===== config.mk =====
export PLATFORM = sky130hd
export DESIGN_NAME = brac_top
export DESIGN_NICKNAME = d
export VERILOG_FILES = /design/src/design/brac_pkg.sv /design/src/design/brac_top.sv
export SDC_FILE = /design/constraint.sdc
export NUM_CORES = 1
export LEC_CHECK = 0
export BUFFER_PORTS_ARGS = -buffer_cell sky130_fd_sc_hd__buf_4
export CORE_MARGIN = 8
export CORE_UTILIZATION = 52
export CTS_BUF_LIST = sky130_fd_sc_hd__clkbuf_8
export DETAILED_ROUTE_END_ITERATION = 12
export PLACE_DENSITY_LB_ADDON = 0.15
export SYNTH_ARGS = -nofsm -noshare
export SYNTH_HDL_FRONTEND = slang
export SYNTH_SLANG_ARGS = --single-unit

===== constraint.sdc =====
create_clock -name I_CLK -period 4.5 [get_ports I_CLK]
set_input_delay 0.9 -clock I_CLK [delete_from_list [all_inputs] [get_ports I_CLK]]
set_output_delay 0.9 -clock I_CLK [all_outputs]
set_load 0.05 [all_outputs]

===== src/design/brac_pkg.sv =====
// Constants and types for the bus request acceptance and status block.
// Assumes one 100 MHz clock; machine cycle boundaries come from the core.
package brac_pkg;

    // Machine cycle kinds reported by the instruction sequencer
    localparam logic [3:0] CYC_FETCH1 = 4'h0;
    localparam logic [3:0] CYC_FETCHN = 4'h1;
    localparam logic [3:0] CYC_MEM_RD = 4'h2;
    localparam logic [3:0] CYC_MEM_WR = 4'h3;
    localparam logic [3:0] CYC_IO_RD = 4'h4;
    localparam logic [3:0] CYC_IO_WR = 4'h5;
    localparam logic [3:0] CYC_INTERNAL = 4'h6;
    localparam logic [3:0] CYC_HALT = 4'h7;
    localparam logic [3:0] CYC_ACK_NMI = 4'h8;
    localparam logic [3:0] CYC_ACK_IRQ0 = 4'h9;
    localparam logic [3:0] CYC_ACK_OTHER = 4'hA;

    // Strobe vector order: fetch, memory_request_n, io_request_n, rd, wr, refresh_strobe_n, suspend
    localparam int STB_W = 7;
    localparam logic [6:0] STB_IDLE = 7'h7F;
    localparam logic [6:0] STB_FETCH = 7'h17; // fetch,memory_request_n,rd low
    localparam logic [6:0] STB_MEM_RD = 7'h57;
    localparam logic [6:0] STB_MEM_WR = 7'h5B;
    localparam logic [6:0] STB_IO_RD = 7'h67;
    localparam logic [6:0] STB_IO_WR = 7'h6B;
    localparam logic [6:0] STB_REFRESH = 7'h5D; // memory_request_n,refresh_strobe_n low
    localparam logic [6:0] STB_ACK_IRQ0 = 7'h2F; // fetch,io_request_n low
    localparam logic [6:0] STB_HALT = 7'h17; // suspend low below
    localparam logic [6:0] STB_SLEEP = 7'h7E;

    // Idle pin levels: wait, hold, dma0, dma1, irq0, irq1, irq2
    localparam logic [6:0] PIN_IDLE = 7'h60;

    // Bus states, one-hot
    typedef enum logic [7:0] {
        ST_NORMAL = 8'h01,
        ST_WAIT = 8'h02,
        ST_REFRESH = 8'h04,
        ST_ACK = 8'h08,
        ST_DMA = 8'h10,
        ST_RELEASE = 8'h20,
        ST_SLEEP = 8'h40,
        ST_STOP = 8'h80
    } brac_state_type;

endpackage : brac_pkg


===== src/design/brac_top.sv =====
// Bus request acceptance and bus status pin driver.
// Assumes the core gives cycle kind and end-of-cycle pulses on I_CLK.
// Function
// - Wait honoured only in normal, wait, ack, DMA
// - Refresh starts at end of normal cycle
// - Refresh from ack/DMA; refused in others
// - DMA during refresh waits one cycle after
// - DMA starts at cycle end; refused asleep
// - DMA held through release, starts after
// - Hold releases bus; refused in wait/refresh
// - Stay released while hold; accept when asleep
// - Irq after instruction in normal or wait
// - Irq wakes sleep to normal
// - Irq wakes system stop to normal
// - First fetch pin levels
// - Later fetches set fetch status high
// - Memory, I/O, internal cycle strobes
// - Refresh cycle strobes
// - Nmi and line 0 ack strobes
// - Other acks keep strobes high
// - Bus release floats and grants
// - Halt and sleep pin levels
`timescale 1ns/1ps
module brac_top #(
    parameter int ADDR_W = 16
) (
    input wire logic I_CLK,
    input wire logic I_RST_N,
    input wire logic I_WAIT_N,
    input wire logic I_BUS_HOLD_REQUEST_N,
    input wire logic I_DMA_REQUEST_CH0,
    input wire logic I_DMA_REQUEST_CH1,
    input wire logic I_IRQ_LINE_0,
    input wire logic I_IRQ_LINE_1,
    input wire logic I_IRQ_LINE_2,
    input wire logic I_REFRESH_DUE,
    input wire logic I_MC_END,
    input wire logic I_INSN_END,
    input wire logic I_DMA_DONE,
    input wire logic I_ACK_DONE,
    input wire logic I_SLEEP_CMD,
    input wire logic I_STOP_CMD,
    input wire logic I_IO_FREEZE_MODE,
    input wire logic [3:0] I_CYCLE_KIND,
    input wire logic [ADDR_W-1:0] I_ADDR,
    output logic O_OPCODE_FETCH_STROBE_N,
    output logic O_MEMORY_REQUEST_N,
    output logic O_MEMORY_REQUEST_OE,
    output logic O_IO_REQUEST_N,
    output logic O_IO_REQUEST_OE,
    output logic O_READ_N,
    output logic O_READ_OE,
    output logic O_WRITE_N,
    output logic O_WRITE_OE,
    output logic O_REFRESH_STROBE_N,
    output logic O_SUSPEND_N,
    output logic O_BUS_HOLD_GRANT_N,
    output logic O_FIRST_FETCH_STATUS,
    output logic [ADDR_W-1:0] O_ADDR,
    output logic O_ADDR_OE,
    output logic O_DATA_OE,
    output logic O_WAIT_STRETCH,
    output logic O_IRQ_TAKEN,
    output logic [7:0] O_STATE
);

    // Two-stage synchronisers for pin inputs; each pin has its own pair
    // so no gate ever sees a level that is still settling
    logic [6:0] pin_meta_reg;
    logic [6:0] pin_sync_reg;
    logic [6:0] pin_raw;
    assign pin_raw = {I_WAIT_N, I_BUS_HOLD_REQUEST_N, I_DMA_REQUEST_CH0,
                      I_DMA_REQUEST_CH1, I_IRQ_LINE_0, I_IRQ_LINE_1,
                      I_IRQ_LINE_2};
    // Reset to idle pin levels so no false request follows reset
    always_ff @(posedge I_CLK or negedge I_RST_N) begin
        if (!I_RST_N) begin
            pin_meta_reg <= brac_pkg::PIN_IDLE;
            pin_sync_reg <= brac_pkg::PIN_IDLE;
        end else begin
            pin_meta_reg <= pin_raw;
            pin_sync_reg <= pin_meta_reg;
        end
    end

    logic wait_req;
    logic hold_req;
    logic dma_req;
    logic irq_req;
    assign wait_req = !pin_sync_reg[6];
    assign hold_req = !pin_sync_reg[5];
    assign dma_req = pin_sync_reg[4] | pin_sync_reg[3];
    // Lines are merged only after the flops, never before
    assign irq_req = pin_sync_reg[2] | pin_sync_reg[1] | pin_sync_reg[0];

    brac_pkg::brac_state_type state_reg;
    brac_pkg::brac_state_type state_next;
    logic dma_pend_reg;
    logic dma_pend_next;
    logic dma_gap_reg;
    logic dma_gap_next;
    logic irq_take;

    // Request acceptance per state; a held DMA request survives refresh
    // and release so it is not dropped by the other bus owner.
    always_comb begin
        state_next = state_reg;
        dma_pend_next = dma_pend_reg;
        dma_gap_next = dma_gap_reg;
        irq_take = 1'b0;
        case (state_reg)
            brac_pkg::ST_NORMAL: begin
                if (wait_req) begin
                    state_next = brac_pkg::ST_WAIT;
                end else if (I_MC_END && dma_gap_reg) begin
                    dma_gap_next = 1'b0;
                    state_next = brac_pkg::ST_DMA;
                end else if (I_MC_END && I_REFRESH_DUE) begin
                    state_next = brac_pkg::ST_REFRESH;
                end else if (I_MC_END && hold_req) begin
                    state_next = brac_pkg::ST_RELEASE;
                end else if (I_MC_END && dma_req) begin
                    state_next = brac_pkg::ST_DMA;
                end else if (I_INSN_END && irq_req) begin
                    irq_take = 1'b1;
                    state_next = brac_pkg::ST_ACK;
                end else if (I_MC_END && I_STOP_CMD) begin
                    state_next = brac_pkg::ST_STOP;
                end else if (I_MC_END && I_SLEEP_CMD) begin
                    state_next = brac_pkg::ST_SLEEP;
                end
            end
            brac_pkg::ST_WAIT: begin
                // Refresh and hold are refused while stretched
                // Irq is only flagged; the sequencer runs the acknowledge
                if (I_INSN_END && irq_req) begin
                    irq_take = 1'b1;
                end
                if (!wait_req) begin
                    state_next = brac_pkg::ST_NORMAL;
                end else if (I_MC_END && dma_req) begin
                    state_next = brac_pkg::ST_DMA;
                end
            end
            brac_pkg::ST_REFRESH: begin
                if (dma_req) begin
                    dma_pend_next = 1'b1;
                end
                if (I_MC_END) begin
                    dma_gap_next = dma_pend_reg | dma_req;
                    dma_pend_next = 1'b0;
                    state_next = brac_pkg::ST_NORMAL;
                end
            end
            brac_pkg::ST_ACK: begin
                if (I_MC_END && I_REFRESH_DUE) begin
                    state_next = brac_pkg::ST_REFRESH;
                end else if (I_MC_END && hold_req) begin
                    state_next = brac_pkg::ST_RELEASE;
                end else if (I_MC_END && dma_req) begin
                    state_next = brac_pkg::ST_DMA;
                end else if (I_ACK_DONE) begin
                    state_next = brac_pkg::ST_NORMAL;
                end
            end
            brac_pkg::ST_DMA: begin
                if (I_MC_END && I_REFRESH_DUE) begin
                    state_next = brac_pkg::ST_REFRESH;
                end else if (I_MC_END && hold_req) begin
                    state_next = brac_pkg::ST_RELEASE;
                end else if (I_DMA_DONE) begin
                    state_next = brac_pkg::ST_NORMAL;
                end
            end
            brac_pkg::ST_RELEASE: begin
                if (dma_req) begin
                    dma_pend_next = 1'b1;
                end
                if (!hold_req) begin
                    // stays released while hold is low
                    dma_gap_next = dma_pend_reg | dma_req;
                    dma_pend_next = 1'b0;
                    state_next = brac_pkg::ST_NORMAL;
                end
            end
            brac_pkg::ST_SLEEP: begin
                if (hold_req) begin
                    state_next = brac_pkg::ST_RELEASE;
                end else if (irq_req) begin
                    irq_take = 1'b1;
                    state_next = brac_pkg::ST_NORMAL;
                end
            end
            brac_pkg::ST_STOP: begin
                if (hold_req) begin
                    state_next = brac_pkg::ST_RELEASE;
                end else if (irq_req) begin
                    irq_take = 1'b1;
                    state_next = brac_pkg::ST_NORMAL;
                end
            end
            default: begin
                state_next = brac_pkg::ST_NORMAL;
            end
        endcase
    end

    // State and pending DMA bookkeeping
    always_ff @(posedge I_CLK or negedge I_RST_N) begin
        if (!I_RST_N) begin
            state_reg <= brac_pkg::ST_NORMAL;
            dma_pend_reg <= 1'b0;
            dma_gap_reg <= 1'b0;
        end else begin
            state_reg <= state_next;
            dma_pend_reg <= dma_pend_next;
            dma_gap_reg <= dma_gap_next;
        end
    end

    // Pin levels per cycle kind; registered so outputs come from flops
    logic [6:0] stb;
    logic fst;
    logic bus_float;
    logic data_out;
    logic addr_ones;
    always_comb begin
        stb = brac_pkg::STB_IDLE;
        fst = 1'b1;
        bus_float = 1'b0;
        data_out = 1'b0;
        addr_ones = 1'b0;
        if (state_next == brac_pkg::ST_RELEASE) begin
            bus_float = 1'b1;
        end else if (state_next == brac_pkg::ST_REFRESH) begin
            stb = brac_pkg::STB_REFRESH;
            fst = 1'b0;
        // System stop shows the sleep levels; the bus stays quiet
        end else if (state_next == brac_pkg::ST_SLEEP ||
                     state_next == brac_pkg::ST_STOP) begin
            stb = brac_pkg::STB_SLEEP;
            addr_ones = 1'b1;
        end else begin
            case (I_CYCLE_KIND)
                brac_pkg::CYC_FETCH1: begin
                    stb = brac_pkg::STB_FETCH;
                    fst = 1'b0;
                end
                brac_pkg::CYC_FETCHN: stb = brac_pkg::STB_FETCH;
                brac_pkg::CYC_MEM_RD: stb = brac_pkg::STB_MEM_RD;
                brac_pkg::CYC_MEM_WR: begin
                    stb = brac_pkg::STB_MEM_WR;
                    data_out = 1'b1;
                end
                brac_pkg::CYC_IO_RD: stb = brac_pkg::STB_IO_RD;
                brac_pkg::CYC_IO_WR: begin
                    stb = brac_pkg::STB_IO_WR;
                    data_out = 1'b1;
                end
                brac_pkg::CYC_HALT: begin
                    stb = brac_pkg::STB_HALT & 7'h7E;
                    fst = 1'b0;
                end
                brac_pkg::CYC_ACK_NMI: begin
                    stb = brac_pkg::STB_FETCH;
                    fst = 1'b0;
                end
                brac_pkg::CYC_ACK_IRQ0: begin
                    stb = brac_pkg::STB_ACK_IRQ0;
                    fst = 1'b0;
                end
                brac_pkg::CYC_ACK_OTHER: fst = 1'b0;
                default: stb = brac_pkg::STB_IDLE;
            endcase
        end
    end

    // Output flops; float enables low only in release
    always_ff @(posedge I_CLK or negedge I_RST_N) begin
        if (!I_RST_N) begin
            O_OPCODE_FETCH_STROBE_N <= 1'b1;
            O_MEMORY_REQUEST_N <= 1'b1;
            O_IO_REQUEST_N <= 1'b1;
            O_READ_N <= 1'b1;
            O_WRITE_N <= 1'b1;
            O_REFRESH_STROBE_N <= 1'b1;
            O_SUSPEND_N <= 1'b1;
            O_MEMORY_REQUEST_OE <= 1'b1;
            O_IO_REQUEST_OE <= 1'b1;
            O_READ_OE <= 1'b1;
            O_WRITE_OE <= 1'b1;
            O_ADDR_OE <= 1'b1;
            O_DATA_OE <= 1'b0;
            O_BUS_HOLD_GRANT_N <= 1'b1;
            O_FIRST_FETCH_STATUS <= 1'b1;
            O_ADDR <= '0;
        end else begin
            O_OPCODE_FETCH_STROBE_N <= stb[6];
            O_MEMORY_REQUEST_N <= stb[5];
            O_IO_REQUEST_N <= stb[4];
            O_READ_N <= stb[3];
            O_WRITE_N <= stb[2];
            O_REFRESH_STROBE_N <= stb[1];
            O_SUSPEND_N <= stb[0];
            O_MEMORY_REQUEST_OE <= !bus_float;
            O_IO_REQUEST_OE <= !bus_float;
            O_READ_OE <= !bus_float;
            O_WRITE_OE <= !bus_float;
            O_ADDR_OE <= !bus_float;
            O_DATA_OE <= data_out;
            O_BUS_HOLD_GRANT_N <= !bus_float;
            O_FIRST_FETCH_STATUS <= fst;
            O_ADDR <= addr_ones ? '1 : I_ADDR;
        end
    end

    // Wait stretch honoured only in accepting states
    always_ff @(posedge I_CLK or negedge I_RST_N) begin
        if (!I_RST_N) begin
            O_WAIT_STRETCH <= 1'b0;
        end else begin
            O_WAIT_STRETCH <= wait_req &&
                (state_reg == brac_pkg::ST_NORMAL ||
                 state_reg == brac_pkg::ST_WAIT ||
                 state_reg == brac_pkg::ST_ACK ||
                 state_reg == brac_pkg::ST_DMA);
        end
    end

    // Irq pulse and state mirror; the mirror lets the far side follow
    // the sequencer without reaching inside
    always_ff @(posedge I_CLK or negedge I_RST_N) begin
        if (!I_RST_N) begin
            O_IRQ_TAKEN <= 1'b0;
            O_STATE <= brac_pkg::ST_NORMAL;
        end else begin
            O_IRQ_TAKEN <= irq_take;
            O_STATE <= state_next;
        end
    end

endmodule : brac_top


==> results of run 1 <==
-- cell type report --
type                    count  area share (%)
clock inverters             2           0.448
clock buffers               6            2.69
inverters                   2           0.244
multi-input cells         153            33.0
well taps                  54            2.20
flip-flops and latches     52            42.9
repair buffers             76            18.6
-- synth_stat cells (3+ instances only) --
cell type and number:
or2_2 8, a21oi_1 10, nor2b_1 4, dfstp_2 14, or2_1 10, nand4_1 5, a32oi_1 3, o21a_1 3
o21ai_0 13, nand3_1 9, clkbuf_1 5, nor3_1 9, nor3b_1 3, dfrtp_1 38, buf_4 7, buf_6 3
buf_2 3, nand2b_1 3, nor2_1 14, nand2_1 10
-- layer usage --
metal / up-vias / wire (µm) / share of wire [%]
met4: 0 / 78 / 1.4
li1: 928 / - / -
met2: 75 / 2740 / 48
met1: 920 / 2370 / 41
met3: 11 / 537 / 9.4
met5: - / 0 / 0
-- critical path: stages, from the launching register on --
cell and delay [ps]:
dfrtp_1 560, nor4_4 420, and4_1 400, nand4_1 160, nand2_1 390, or2_2 180
-- power by group --
group / switching [mW] / internal (mW) / total [mW]
logic: 0.413 / 0.217 / 0.630
clock network: 0.151 / 0.126 / 0.277
registers: 0.0663 / 0.544 / 0.610
total: 0.631 / 0.887 / 1.52
-- stage by stage --
stage | setup slack (ps) | power (mW)
global route | 2190 | 1.60
finish | 2340 | 1.52
CTS | 2350 | 1.53
global placement | 2070 | 1.25
floorplan | 2370 | 1.08
detailed placement | 2070 | 1.25
-- cells by family after synthesis --
kind of cell | count (synthesis)
buffers and inverters | 20
AOI/OAI and AO/OA | 50
adders and majority gates | 1
DFF | 52
muxes | 2
xor gates and xnor gates | 4
and+or+nand+nor | 96
-- worst max-delay path by stage --
stage | endpoint | slack, ps | start | cells past startpoint
floorplan | O_DATA_OE$_DFF_PN0_ | 2370 | I_MC_END | 6
global placement | O_ADDR[3]$_DFF_PN0_ | 2070 | I_REFRESH_DUE | 6
detailed placement | O_ADDR[2]$_DFF_PN0_ | 2070 | I_REFRESH_DUE | 6
CTS | O_STATE[6] | 2350 | O_STATE[6]$_DFF_PN0_ | 1
global route | O_ADDR[5]$_DFF_PN0_ | 2190 | O_STATE[5]$_DFF_PN0_ | 5
finish | O_ADDR[2]$_DFF_PN0_ | 2340 | O_STATE[5]$_DFF_PN0_ | 5
==> reports/summary.txt, run 1 <==
Status: completed
Synth Area in Simple Gates: 25.1%
Die width: 84.8 µm
Worst skew pair latency: 310 ps
Area share of fa/ha/maj cells after synthesis: 0.407%
Biggest regs: O_ADDR x16, O_STATE x8
CTS tree: built
Sink Count: 52
LEAKAGE: 1.41 nW
Top_reg_cell synth: dfrtp_1
Final core occ: 66.4%
TritonCTS Buffers: 5
Post-CTS Setup Inserts: 0
Hold Slack: 346 ps
Critical Path Start Type: flop
Gate count of the mapped netlist: 225
Post-synthesis mux area share: 0.865%
Synth Area in XOR/XNOR: 1.42%
PwrDens: 494 nW/µm²
Area Overhead vs Synth: 25.0%
Hold Fails Final Rpt: 0
GR Util met1: 19.9%
Syn Nets: 262
FF-to-FF path depth: 5
Hold worst-path end: pin_sync_reg[0]$_DFF_PN0_
Post-route DRC: 0
Cell variety after synth: 58
Routed WL: 5.73 mm
Layout filler cell count: 385
#FFs+latches synth: 52
FF-to-FF setup slack: 2340 ps
Most frequent cells in the layout: 76 x buf_4, 38 x dfrtp_1, 14 x dfstp_2, 14 x nor2_1, 13 x o21ai_0
Largest family of logic cells by synthesized area: simple AND/OR/NAND/NOR gates
Final Critical Period: 2160 ps
Synth top area cells: dfrtp_1 39%, dfstp_2 15%, o21ai_0 2.6%, or2_1 2.5%, buf_4 2.1%
Worst EP required: 4750 ps
IO Port Bufs: 76
HPWL Detailed: 4.31 mm
Ys Warns: 0
Mean Syn Cell Area: 10.9 µm²
Area post-placement: 2980 µm²
Largest net degree at the start of global routing: 53
1st-iter DRT viols: 127
CTS H-tree lvls: 2
# setup viols final: 0
IO Count: 78
Pre-Repair DR Iteration Count: 5
Maximum VDD drop: 0.277 mV
GRT overflow: 0
R2R Path Start: O_STATE[5]$_DFF_PN0_
Final TNS setup: 0 ps
Fraction of layout cells with a size suffix above 1: 41.2%
Worst min path class: reg2reg
Mapped cell area: 2460 µm²
Clock Skew: 10.0 ps
Clock buffer depth: 2
Total GRT Usage: 16.8%
Capturing point of the worst reg2reg path: O_ADDR[2]$_DFF_PN0_
Die ar.: 7190 µm²
Design area: 3070 µm²
Slew HR: 51.6%
Critical path endpoint category: flop
Root buffer cell: clkbuf_8
CTS resizes: 0
Unrepaired setup endpoints after global routing: false
Number of global-route vias before repair: 2005
Final period utilization: 48.1%
Fmax: 462 MHz
Placer Congestion: 0.925
Least-Margin Pin Slew: 719 ps
WHS Path Cells: 0
Worst Path Arrival: 2410 ps
Reg area: 1320 µm²
DR WL/cell: 16.6 µm
Dominant cell type by area after synthesis: dfrtp_1
GR peak layer: met2
Core Area: 4630 µm²
CP Max Fanout: 17
Routed vias/inst: 5.61
Register area share after synthesis: 53.6%
Grt met3 use: 7.41%
Synth Area in Compound Gates: 13.4%
Worst Min Path Start: pin_meta_reg[0]$_DFF_PN0_
First-pass GRT wire length: 9.60 mm
Final antenna diode count: 0
Non-filler instance count after layout: 345
Via count: 1934
ANT nets after route: 0
Multi-input logic area: 1010 µm²
Global-route met2 utilization: 26.1%
CTS hold repair buffers: 0
Initial antenna violation count: 0
Reg clk slew, reported paths: 100 ps
CP Class: reg2reg
Post-synth top area share: 38.7%
Initial Util: 53.1%
Placed Instances: 337
Layout Nets: 327
Die Y: 84.8 µm
Async S/R FF share, synth: 100%
Most common cell after layout, fill and taps aside: buf_4
Max reg flops: 16
Post-synth EDFFs: 0
Most flops, register: O_ADDR
Max-slew violations: 0
Max Cap Viol: 0
Cell Rows: 25
Power figures use the tool's default switching activity.
==> run 2: changes to the inputs <==
--- a/config.mk
+++ b/config.mk
@@ -5,6 +5,7 @@
 export SDC_FILE = /design/constraint.sdc
 export NUM_CORES = 1
 export LEC_CHECK = 0
+export ABC_AREA = 1
 export BUFFER_PORTS_ARGS = -buffer_cell sky130_fd_sc_hd__buf_4
 export CORE_MARGIN = 8
 export CORE_UTILIZATION = 52
==> constraint.sdc (replaced) <==
create_clock -name I_CLK -period 2.25 [get_ports I_CLK]
set_input_delay 0.45 -clock I_CLK [delete_from_list [all_inputs] [get_ports I_CLK]]
set_output_delay 0.45 -clock I_CLK [all_outputs]
set_load 0.05 [all_outputs]
==> run 2 against run 1 <==
Effect of this change:
- critical endpoint is now O_ADDR[4]$_DFF_PN0_
- register-to-register slack got worse by 2100 ps
- fmax rose by 7.6%
- cell area fell by 0.12%
- clock-buffer cell count is 1 lower
- sequential power is 92% higher
- synthesized cell count increased by 21%
==> reports/summary.txt, run 2 <==
Status: completed (unchanged)
Worst slack at placement: 294 ps (was 2070 ps)
CP Class: reg2reg (unchanged)
Gate count of the mapped netlist: 272 (was 225)
TritonCTS Buffers: 5 (unchanged)
Total GRT Usage: 16.3% (was 16.8%)
Async S/R FF share, synth: 100% (unchanged)
Final period utilization: 89.4% (was 48.1%)
Sink Count: 52 (unchanged)
Most common cell after layout, fill and taps aside: buf_4 (unchanged)
CTS hold repair buffers: 0 (unchanged)
Hold Fails Final Rpt: 0 (unchanged)
Most frequent cells after synthesis: 49 x nand2_1, 38 x dfrtp_1, 35 x inv_1, 30 x nor2_1, 19 x nand3_1 (was 38 x dfrtp_1, 14 x dfstp_2, 14 x nor2_1, 13 x o21ai_0)
Most common cell in the synthesized netlist: nand2_1 (was dfrtp_1)
IO Port Bufs: 76 (unchanged)
Final setup margin: 238 ps (was 2340 ps)
Area Overhead vs Synth: 28.9% (was 25.0%)
Core Area: 4380 µm² (was 4630 µm²)
DR WL/cell: 13.8 µm (was 16.6 µm)
Critical path endpoint category: flop (unchanged)
Power, Total: 2.89 mW (was 1.52 mW)
Mapped cell area: 2380 µm² (was 2460 µm²)
CTS tree: built (unchanged)
Via count: 2012 (was 1934)
Post-route DRC: 0 (unchanged)
LEAKAGE: 1.62 nW (was 1.41 nW)
CTS resizes: 0 (unchanged)
Die width: 83.7 µm (was 84.8 µm)
Fmax: 497 MHz (was 462 MHz)
GRT overflow: 0 (unchanged)
Most flops, register: O_ADDR (unchanged)
Die Y: 83.7 µm (was 84.8 µm)
Register area share after synthesis: 55.4% (was 53.6%)
Max-slew violations: 0 (unchanged)
IO Count: 78 (unchanged)
CTS H-tree lvls: 2 (unchanged)
PwrDens: 942 nW/µm² (was 494 nW/µm²)
Top_reg_cell synth: dfrtp_1 (unchanged)
Critical Path Start Type: flop (unchanged)
ANT nets after route: 0 (unchanged)
Pre-Repair DR Iteration Count: 4 (was 5)
#FFs+latches synth: 52 (unchanged)
Routed vias/inst: 4.99 (was 5.61)
Max reg flops: 16 (unchanged)
Least-Margin Pin Slew: 610 ps (was 719 ps)
Die ar.: 7000 µm² (was 7190 µm²)
Slew HR: 59.4% (was 51.6%)
Worst EP required: 2440 ps (was 4750 ps)
Ys Warns: 0 (unchanged)
Largest net degree at the start of global routing: 53 (unchanged)
Most frequent cells in the layout: 77 x buf_4, 49 x nand2_1, 38 x dfrtp_1 (was 76 x buf_4, 38 x dfrtp_1, 14 x dfstp_2, 14 x nor2_1, 13 x o21ai_0)
Initial Util: 54.3% (was 53.1%)
Mean Syn Cell Area: 8.76 µm² (was 10.9 µm²)
Post-synth top area share: 39.9% (was 38.7%)
HPWL Detailed: 4.39 mm (was 4.31 mm)
Synth top area cells: dfrtp_1 40%, dfstp_2 15%, nand2_1 7.7%, inv_1 5.5%, nor2_1 4.7% (was dfrtp_1 39%, dfstp_2 15%, o21ai_0 2.6%, or2_1 2.5%, buf_4 2.1%)
Final Critical Period: 2010 ps (was 2160 ps)
Routed WL: 5.56 mm (was 5.73 mm)
Worst min path class: in2async (was reg2reg)
Root buffer cell: clkbuf_8 (unchanged)
Dominant cell type by area after synthesis: dfrtp_1 (unchanged)
Cell Rows: 24 (was 25)
Reg clk slew, reported paths: 110 ps (was 100 ps)
CP Max Fanout: 17 (unchanged)
Worst skew pair latency: 320 ps (was 310 ps)
First-pass GRT wire length: 9.38 mm (was 9.60 mm)
Final core occ: 70.0% (was 66.4%)
Clock buffer depth: 2 (unchanged)
Worst Path Arrival: 2200 ps (was 2410 ps)
Final TNS setup: 0 ps (unchanged)
Post-synth EDFFs: 0 (unchanged)
Maximum VDD drop: 0.543 mV (was 0.277 mV)
Cell variety after synth: 29 (was 58)
Final antenna diode count: 0 (unchanged)
# setup viols final: 0 (unchanged)
1st-iter DRT viols: 130 (was 127)
Max Cap Viol: 0 (unchanged)
Initial antenna violation count: 0 (unchanged)
Clock Skew: 15.9 ps (was 10.0 ps)
Post-CTS Setup Inserts: 0 (unchanged)
Number of global-route vias before repair: 2048 (was 2005)
Fraction of layout cells with a size suffix above 1: 37.3% (was 41.2%)
Layout Nets: 387 (was 327)
Unrepaired setup endpoints after global routing: false (unchanged)
Placer Congestion: 0.948 (was 0.925)
Syn Nets: 309 (was 262)
Biggest regs: O_ADDR x16, O_STATE x8 (unchanged)
run 2: cell families (layout without fill, tap and decap cells):
kind of cell / Yosys count / in the layout / share of synthesized area, %
DFF: 52 / 52 / 55.4
AOI/OAI and AO/OA: 29 / 29 / 6.72
buffers and inverters: 49 / 128 / 8.98
and+or+nand+nor: 142 / 142 / 28.9
run 2: area by class of cell:
class                   count  area, µm²
multi-input cells         171        850
clock buffers               5       68.8
well taps                  52       65.1
clock inverters             3       25.0
flip-flops and latches     52       1320
fillers                   371       1310
repair buffers             77        578
inverters                  43        165
run 2: final timing paths:
path	startpoint	end	slack [ps]	cells past startpoint
worst max-delay path	O_STATE[0]$_DFF_PN1_	O_ADDR[4]$_DFF_PN0_	240	12
worst min-delay path	I_RST_N	O_WAIT_STRETCH$_DFF_PN0_	140	1
worst max register to register	O_STATE[0]$_DFF_PN1_	O_ADDR[4]$_DFF_PN0_	240	12
worst min register to register	pin_meta_reg[2]$_DFF_PN0_	pin_sync_reg[2]$_DFF_PN0_	340	0
max in group asynchronous	I_RST_N	O_STATE[2]$_DFF_PN0_	1690	1
min in group I_CLK	I_WAIT_N	pin_meta_reg[6]$_DFF_PN1_	230	1
run 2: metal layers:
metal | track usage (%) | share of wire [%] | vias to the layer above
li1 | - | - | 1006
met1 | 19.2 | 43 | 915
met2 | 24.8 | 44 | 82
met3 | 8.69 | 12 | 9
met4 | 5.18 | 1.4 | 0
met5 | 0 | 0 | -
run 2: stage by stage:
stage               cells  cell area (µm²)  hold WS, ps
finish                403             3070          135
global route          403             3070          174
CTS                   403             3070          156
detailed placement    395             2980          336
global placement      395             2980          334
floorplan             272             2380          154
run 2: worst max-delay path, stage by stage, from the launching register on:
cell and delay [ps]:
dfstp_2 630, nor2_2 60, nand2_2 110, inv_2 50
nand3_2 100, nand2_2 70, clkinv_2 70, nand2_2 60
nand2_2 60, nand2_2 60, nor2_4 210, inv_4 110
or2_2 290
run 2: report_power, final:
group,internal [mW],switching (mW)
Clock,0.227,0.322
Combinational,0.352,0.818
Sequential,1.09,0.0841
==> run 3: changes to the inputs <==
--- a/config.mk
+++ b/config.mk
@@ -11,6 +11,7 @@
 export CORE_UTILIZATION = 52
 export CTS_BUF_LIST = sky130_fd_sc_hd__clkbuf_8
 export DETAILED_ROUTE_END_ITERATION = 12
+export GPL_TIMING_DRIVEN = 0
 export PLACE_DENSITY_LB_ADDON = 0.15
 export SYNTH_ARGS = -nofsm -noshare
 export SYNTH_HDL_FRONTEND = slang
==> run 3 against run 2 <==
Effect of this change:
- sequential power is essentially flat
- non-clock buffer count rose by 5
- largest cell class unchanged
- sequential share of layout area fell by 0.94 points
- worst setup slack worse by 14 ps
- cell area grew 2.2%
- critical endpoint is now O_ADDR[13]$_DFF_PN0_
- clock skew decreased by 3.6 ps
- largest power group is now combinational cells
==> reports/summary.txt, run 3 (synthesized netlist as in run 2, its figures left out) <==
Most flops, register: O_ADDR (unchanged)
Total GRT Usage: 16.6% (was 16.3%)
Worst path max stage delay: 630 ps (about the same)
Final core occ: 71.6% (was 70.0%)
Routed vias/inst: 4.94 (was 4.99)
GRT overflow: 0 (unchanged)
Comb pwr share: 39.3% (was 40.4%)
CTS hold repair buffers: 0 (unchanged)
# setup viols final: 0 (unchanged)
Hold Fails Final Rpt: 0 (unchanged)
Die Y: 83.7 µm (unchanged)
Most common cell after layout, fill and taps aside: buf_4 (unchanged)
Via count: 2015 (was 2012)
Most frequent cells in the layout: 81 x buf_4, 49 x nand2_1, 38 x dfrtp_1 (was 77 x buf_4, 49 x nand2_1, 38 x dfrtp_1)
Hold Slack: 154 ps (was 135 ps)
Initial Util: 54.3% (unchanged)
Final antenna diode count: 0 (unchanged)
Critical path endpoint category: flop (unchanged)
TritonCTS Buffers: 5 (unchanged)
Least-Margin Pin Slew: 640 ps (was 610 ps)
HPWL Detailed: 4.47 mm (was 4.39 mm)
Final TNS setup: 0 ps (unchanged)
Fmax: 494 MHz (was 497 MHz)
CTS resizes: 0 (unchanged)
Worst EP required: 2440 ps (about the same)
Cell Rows: 24 (unchanged)
First-pass GRT wire length: 9.53 mm (was 9.38 mm)
LEAKAGE: 1.66 nW (was 1.62 nW)
Initial antenna violation count: 0 (unchanged)
Core Area: 4380 µm² (unchanged)
Sink Count: 52 (unchanged)
Switching share of power: 40.0% (was 42.3%)
Final period utilization: 90.0% (was 89.4%)
DR WL/cell: 13.9 µm (was 13.8 µm)
Worst slack at placement: 250 ps (was 294 ps)
1st-iter DRT viols: 116 (was 130)
Critical Path Start Type: flop (unchanged)
Routed WL: 5.66 mm (was 5.56 mm)
Area Overhead vs Synth: 31.8% (was 28.9%)
CP cell instances: nor2_2 -> nand2_2 -> inv_2 -> nand3_2 -> nand2_2 -> clkinv_2 -> nand2_2 -> nand2_2 -> nand2_2 -> nor2_4 -> inv_4 -> buf_6 -> or2_1 (was nor2_2 -> nand2_2 -> inv_2 -> nand3_2 -> nand2_2 -> clkinv_2 -> nand2_2 -> nand2_2 -> nand2_2 -> nor2_4 -> inv_4 -> or2_2)
Post-route DRC: 0 (unchanged)
Worst skew pair latency: 310 ps (was 320 ps)
Layout Nets: 392 (was 387)
Placer Congestion: 0.928 (was 0.948)
Largest net degree at the start of global routing: 53 (unchanged)
Number of global-route vias before repair: 2036 (was 2048)
Psw: 1.22 mW (about the same)
Max Cap Viol: 0 (unchanged)
Area post-placement: 3020 µm² (was 2980 µm²)
Final Critical Period: 2030 ps (was 2010 ps)
CP Class: reg2reg (unchanged)
CTS H-tree lvls: 2 (unchanged)
Worst min path class: in2async (unchanged)
Max-slew violations: 0 (unchanged)
PwrDens: 969 nW/µm² (was 942 nW/µm²)
Non-filler instance count after layout: 408 (was 403)
IO Port Bufs: 76 (unchanged)
Clk pwr share: 21.9% (was 19.0%)
Maximum VDD drop: 0.585 mV (was 0.543 mV)
IO Count: 78 (unchanged)
Max reg flops: 16 (unchanged)
Design area: 3140 µm² (was 3070 µm²)
Die width: 83.7 µm (unchanged)
Pre-Repair DR Iteration Count: 4 (unchanged)
Top cell by count, worst path: nand2_2 (unchanged)
CP Max Fanout: 10 (was 17)
Clock buffer depth: 2 (unchanged)
Layout filler cell count: 358 (was 371)
Clock Skew: 12.3 ps (was 15.9 ps)
Biggest regs: O_ADDR x16, O_STATE x8 (unchanged)
Reg clk slew, reported paths: 100 ps (was 110 ps)
Die ar.: 7000 µm² (unchanged)
Root buffer cell: clkbuf_8 (unchanged)
Post-CTS Setup Inserts: 0 (unchanged)
Worst Path Arrival: 2220 ps (was 2200 ps)
Placed Instances: 400 (was 395)
Slowest CP cell: dfstp_2 (unchanged)
Internal: 1.82 mW (was 1.67 mW)
Fraction of layout cells with a size suffix above 1: 38.2% (was 37.3%)
ANT nets after route: 0 (unchanged)
Part of the power in registers: 38.7% (was 40.6%)
Unrepaired setup endpoints after global routing: false (unchanged)
Power, Total: 3.04 mW (was 2.89 mW)
Status: completed (unchanged)
Slew HR: 56.9% (was 59.4%)
CTS tree: built (unchanged)
Final setup margin: 225 ps (was 238 ps)
## run 3: changes by cell type in the layout (fill, tap and decap cells not counted), sizes merged
cell | before | now
buf | 77 | 82
bufinv | 0 | 1
clkbuf | 5 | 6
clkinv | 1 | 2
clkinvlp | 1 | 0
inv | 44 | 42
## run 3: per-layer routing
layer  share of wire, %  vias up  global-route usage, %
li1                   -     1017                      -
met1                 41      898                   19.5
met2                 46       92                   25.7
met3                 12        8                   8.01
met4                1.6        0                   5.81
met5                  0        -                      0
## run 3: final timing paths
path | endpoint | cells past startpoint | slack (ps) | from
setup / recovery | O_ADDR[13]$_DFF_PN0_ | 13 | 220 | O_STATE[0]$_DFF_PN1_
hold / removal | O_WAIT_STRETCH$_DFF_PN0_ | 1 | 150 | I_RST_N
setup reg to reg | O_ADDR[13]$_DFF_PN0_ | 13 | 220 | O_STATE[0]$_DFF_PN1_
hold reg to reg | pin_sync_reg[2]$_DFF_PN0_ | 0 | 350 | pin_meta_reg[2]$_DFF_PN0_
max in group asynchronous | O_STATE[6]$_DFF_PN0_ | 1 | 1670 | I_RST_N
min in group I_CLK | pin_meta_reg[6]$_DFF_PN1_ | 1 | 240 | I_WAIT_N
## run 3: worst max-delay path, delay by kind of cell, from the launching register on
kind          cells  cell delay [ps]
buf+inv           4              340
flops             1              630
simple gates      9              940
## run 3: power by group through the flow
| stage | combinational [mW] | sequential [mW] | clock, mW |
|---|---|---|---|
| floorplan | 0.491 | 1.53 | 0 |
| global placement | 1.19 | 1.19 | 0 |
| detailed placement | 1.20 | 1.20 | 0 |
| CTS | 1.20 | 1.18 | 0.685 |
| global route | 1.29 | 1.20 | 0.713 |
| finish | 1.20 | 1.18 | 0.667 |
## run 3: area by class of cell
| type | count | area, µm² | share of cell area, % |
|---|---|---|---|
| flip-flops and latches | 52 | 1320 | 42.0 |
| multi-input cells | 171 | 850 | 27.1 |
| repair buffers | 76 | 571 | 18.2 |
| inverters | 43 | 165 | 5.26 |
| clock buffers | 6 | 82.6 | 2.63 |
| well taps | 52 | 65.1 | 2.07 |
| plain buffers | 6 | 48.8 | 1.55 |
| clock inverters | 2 | 38.8 | 1.24 |
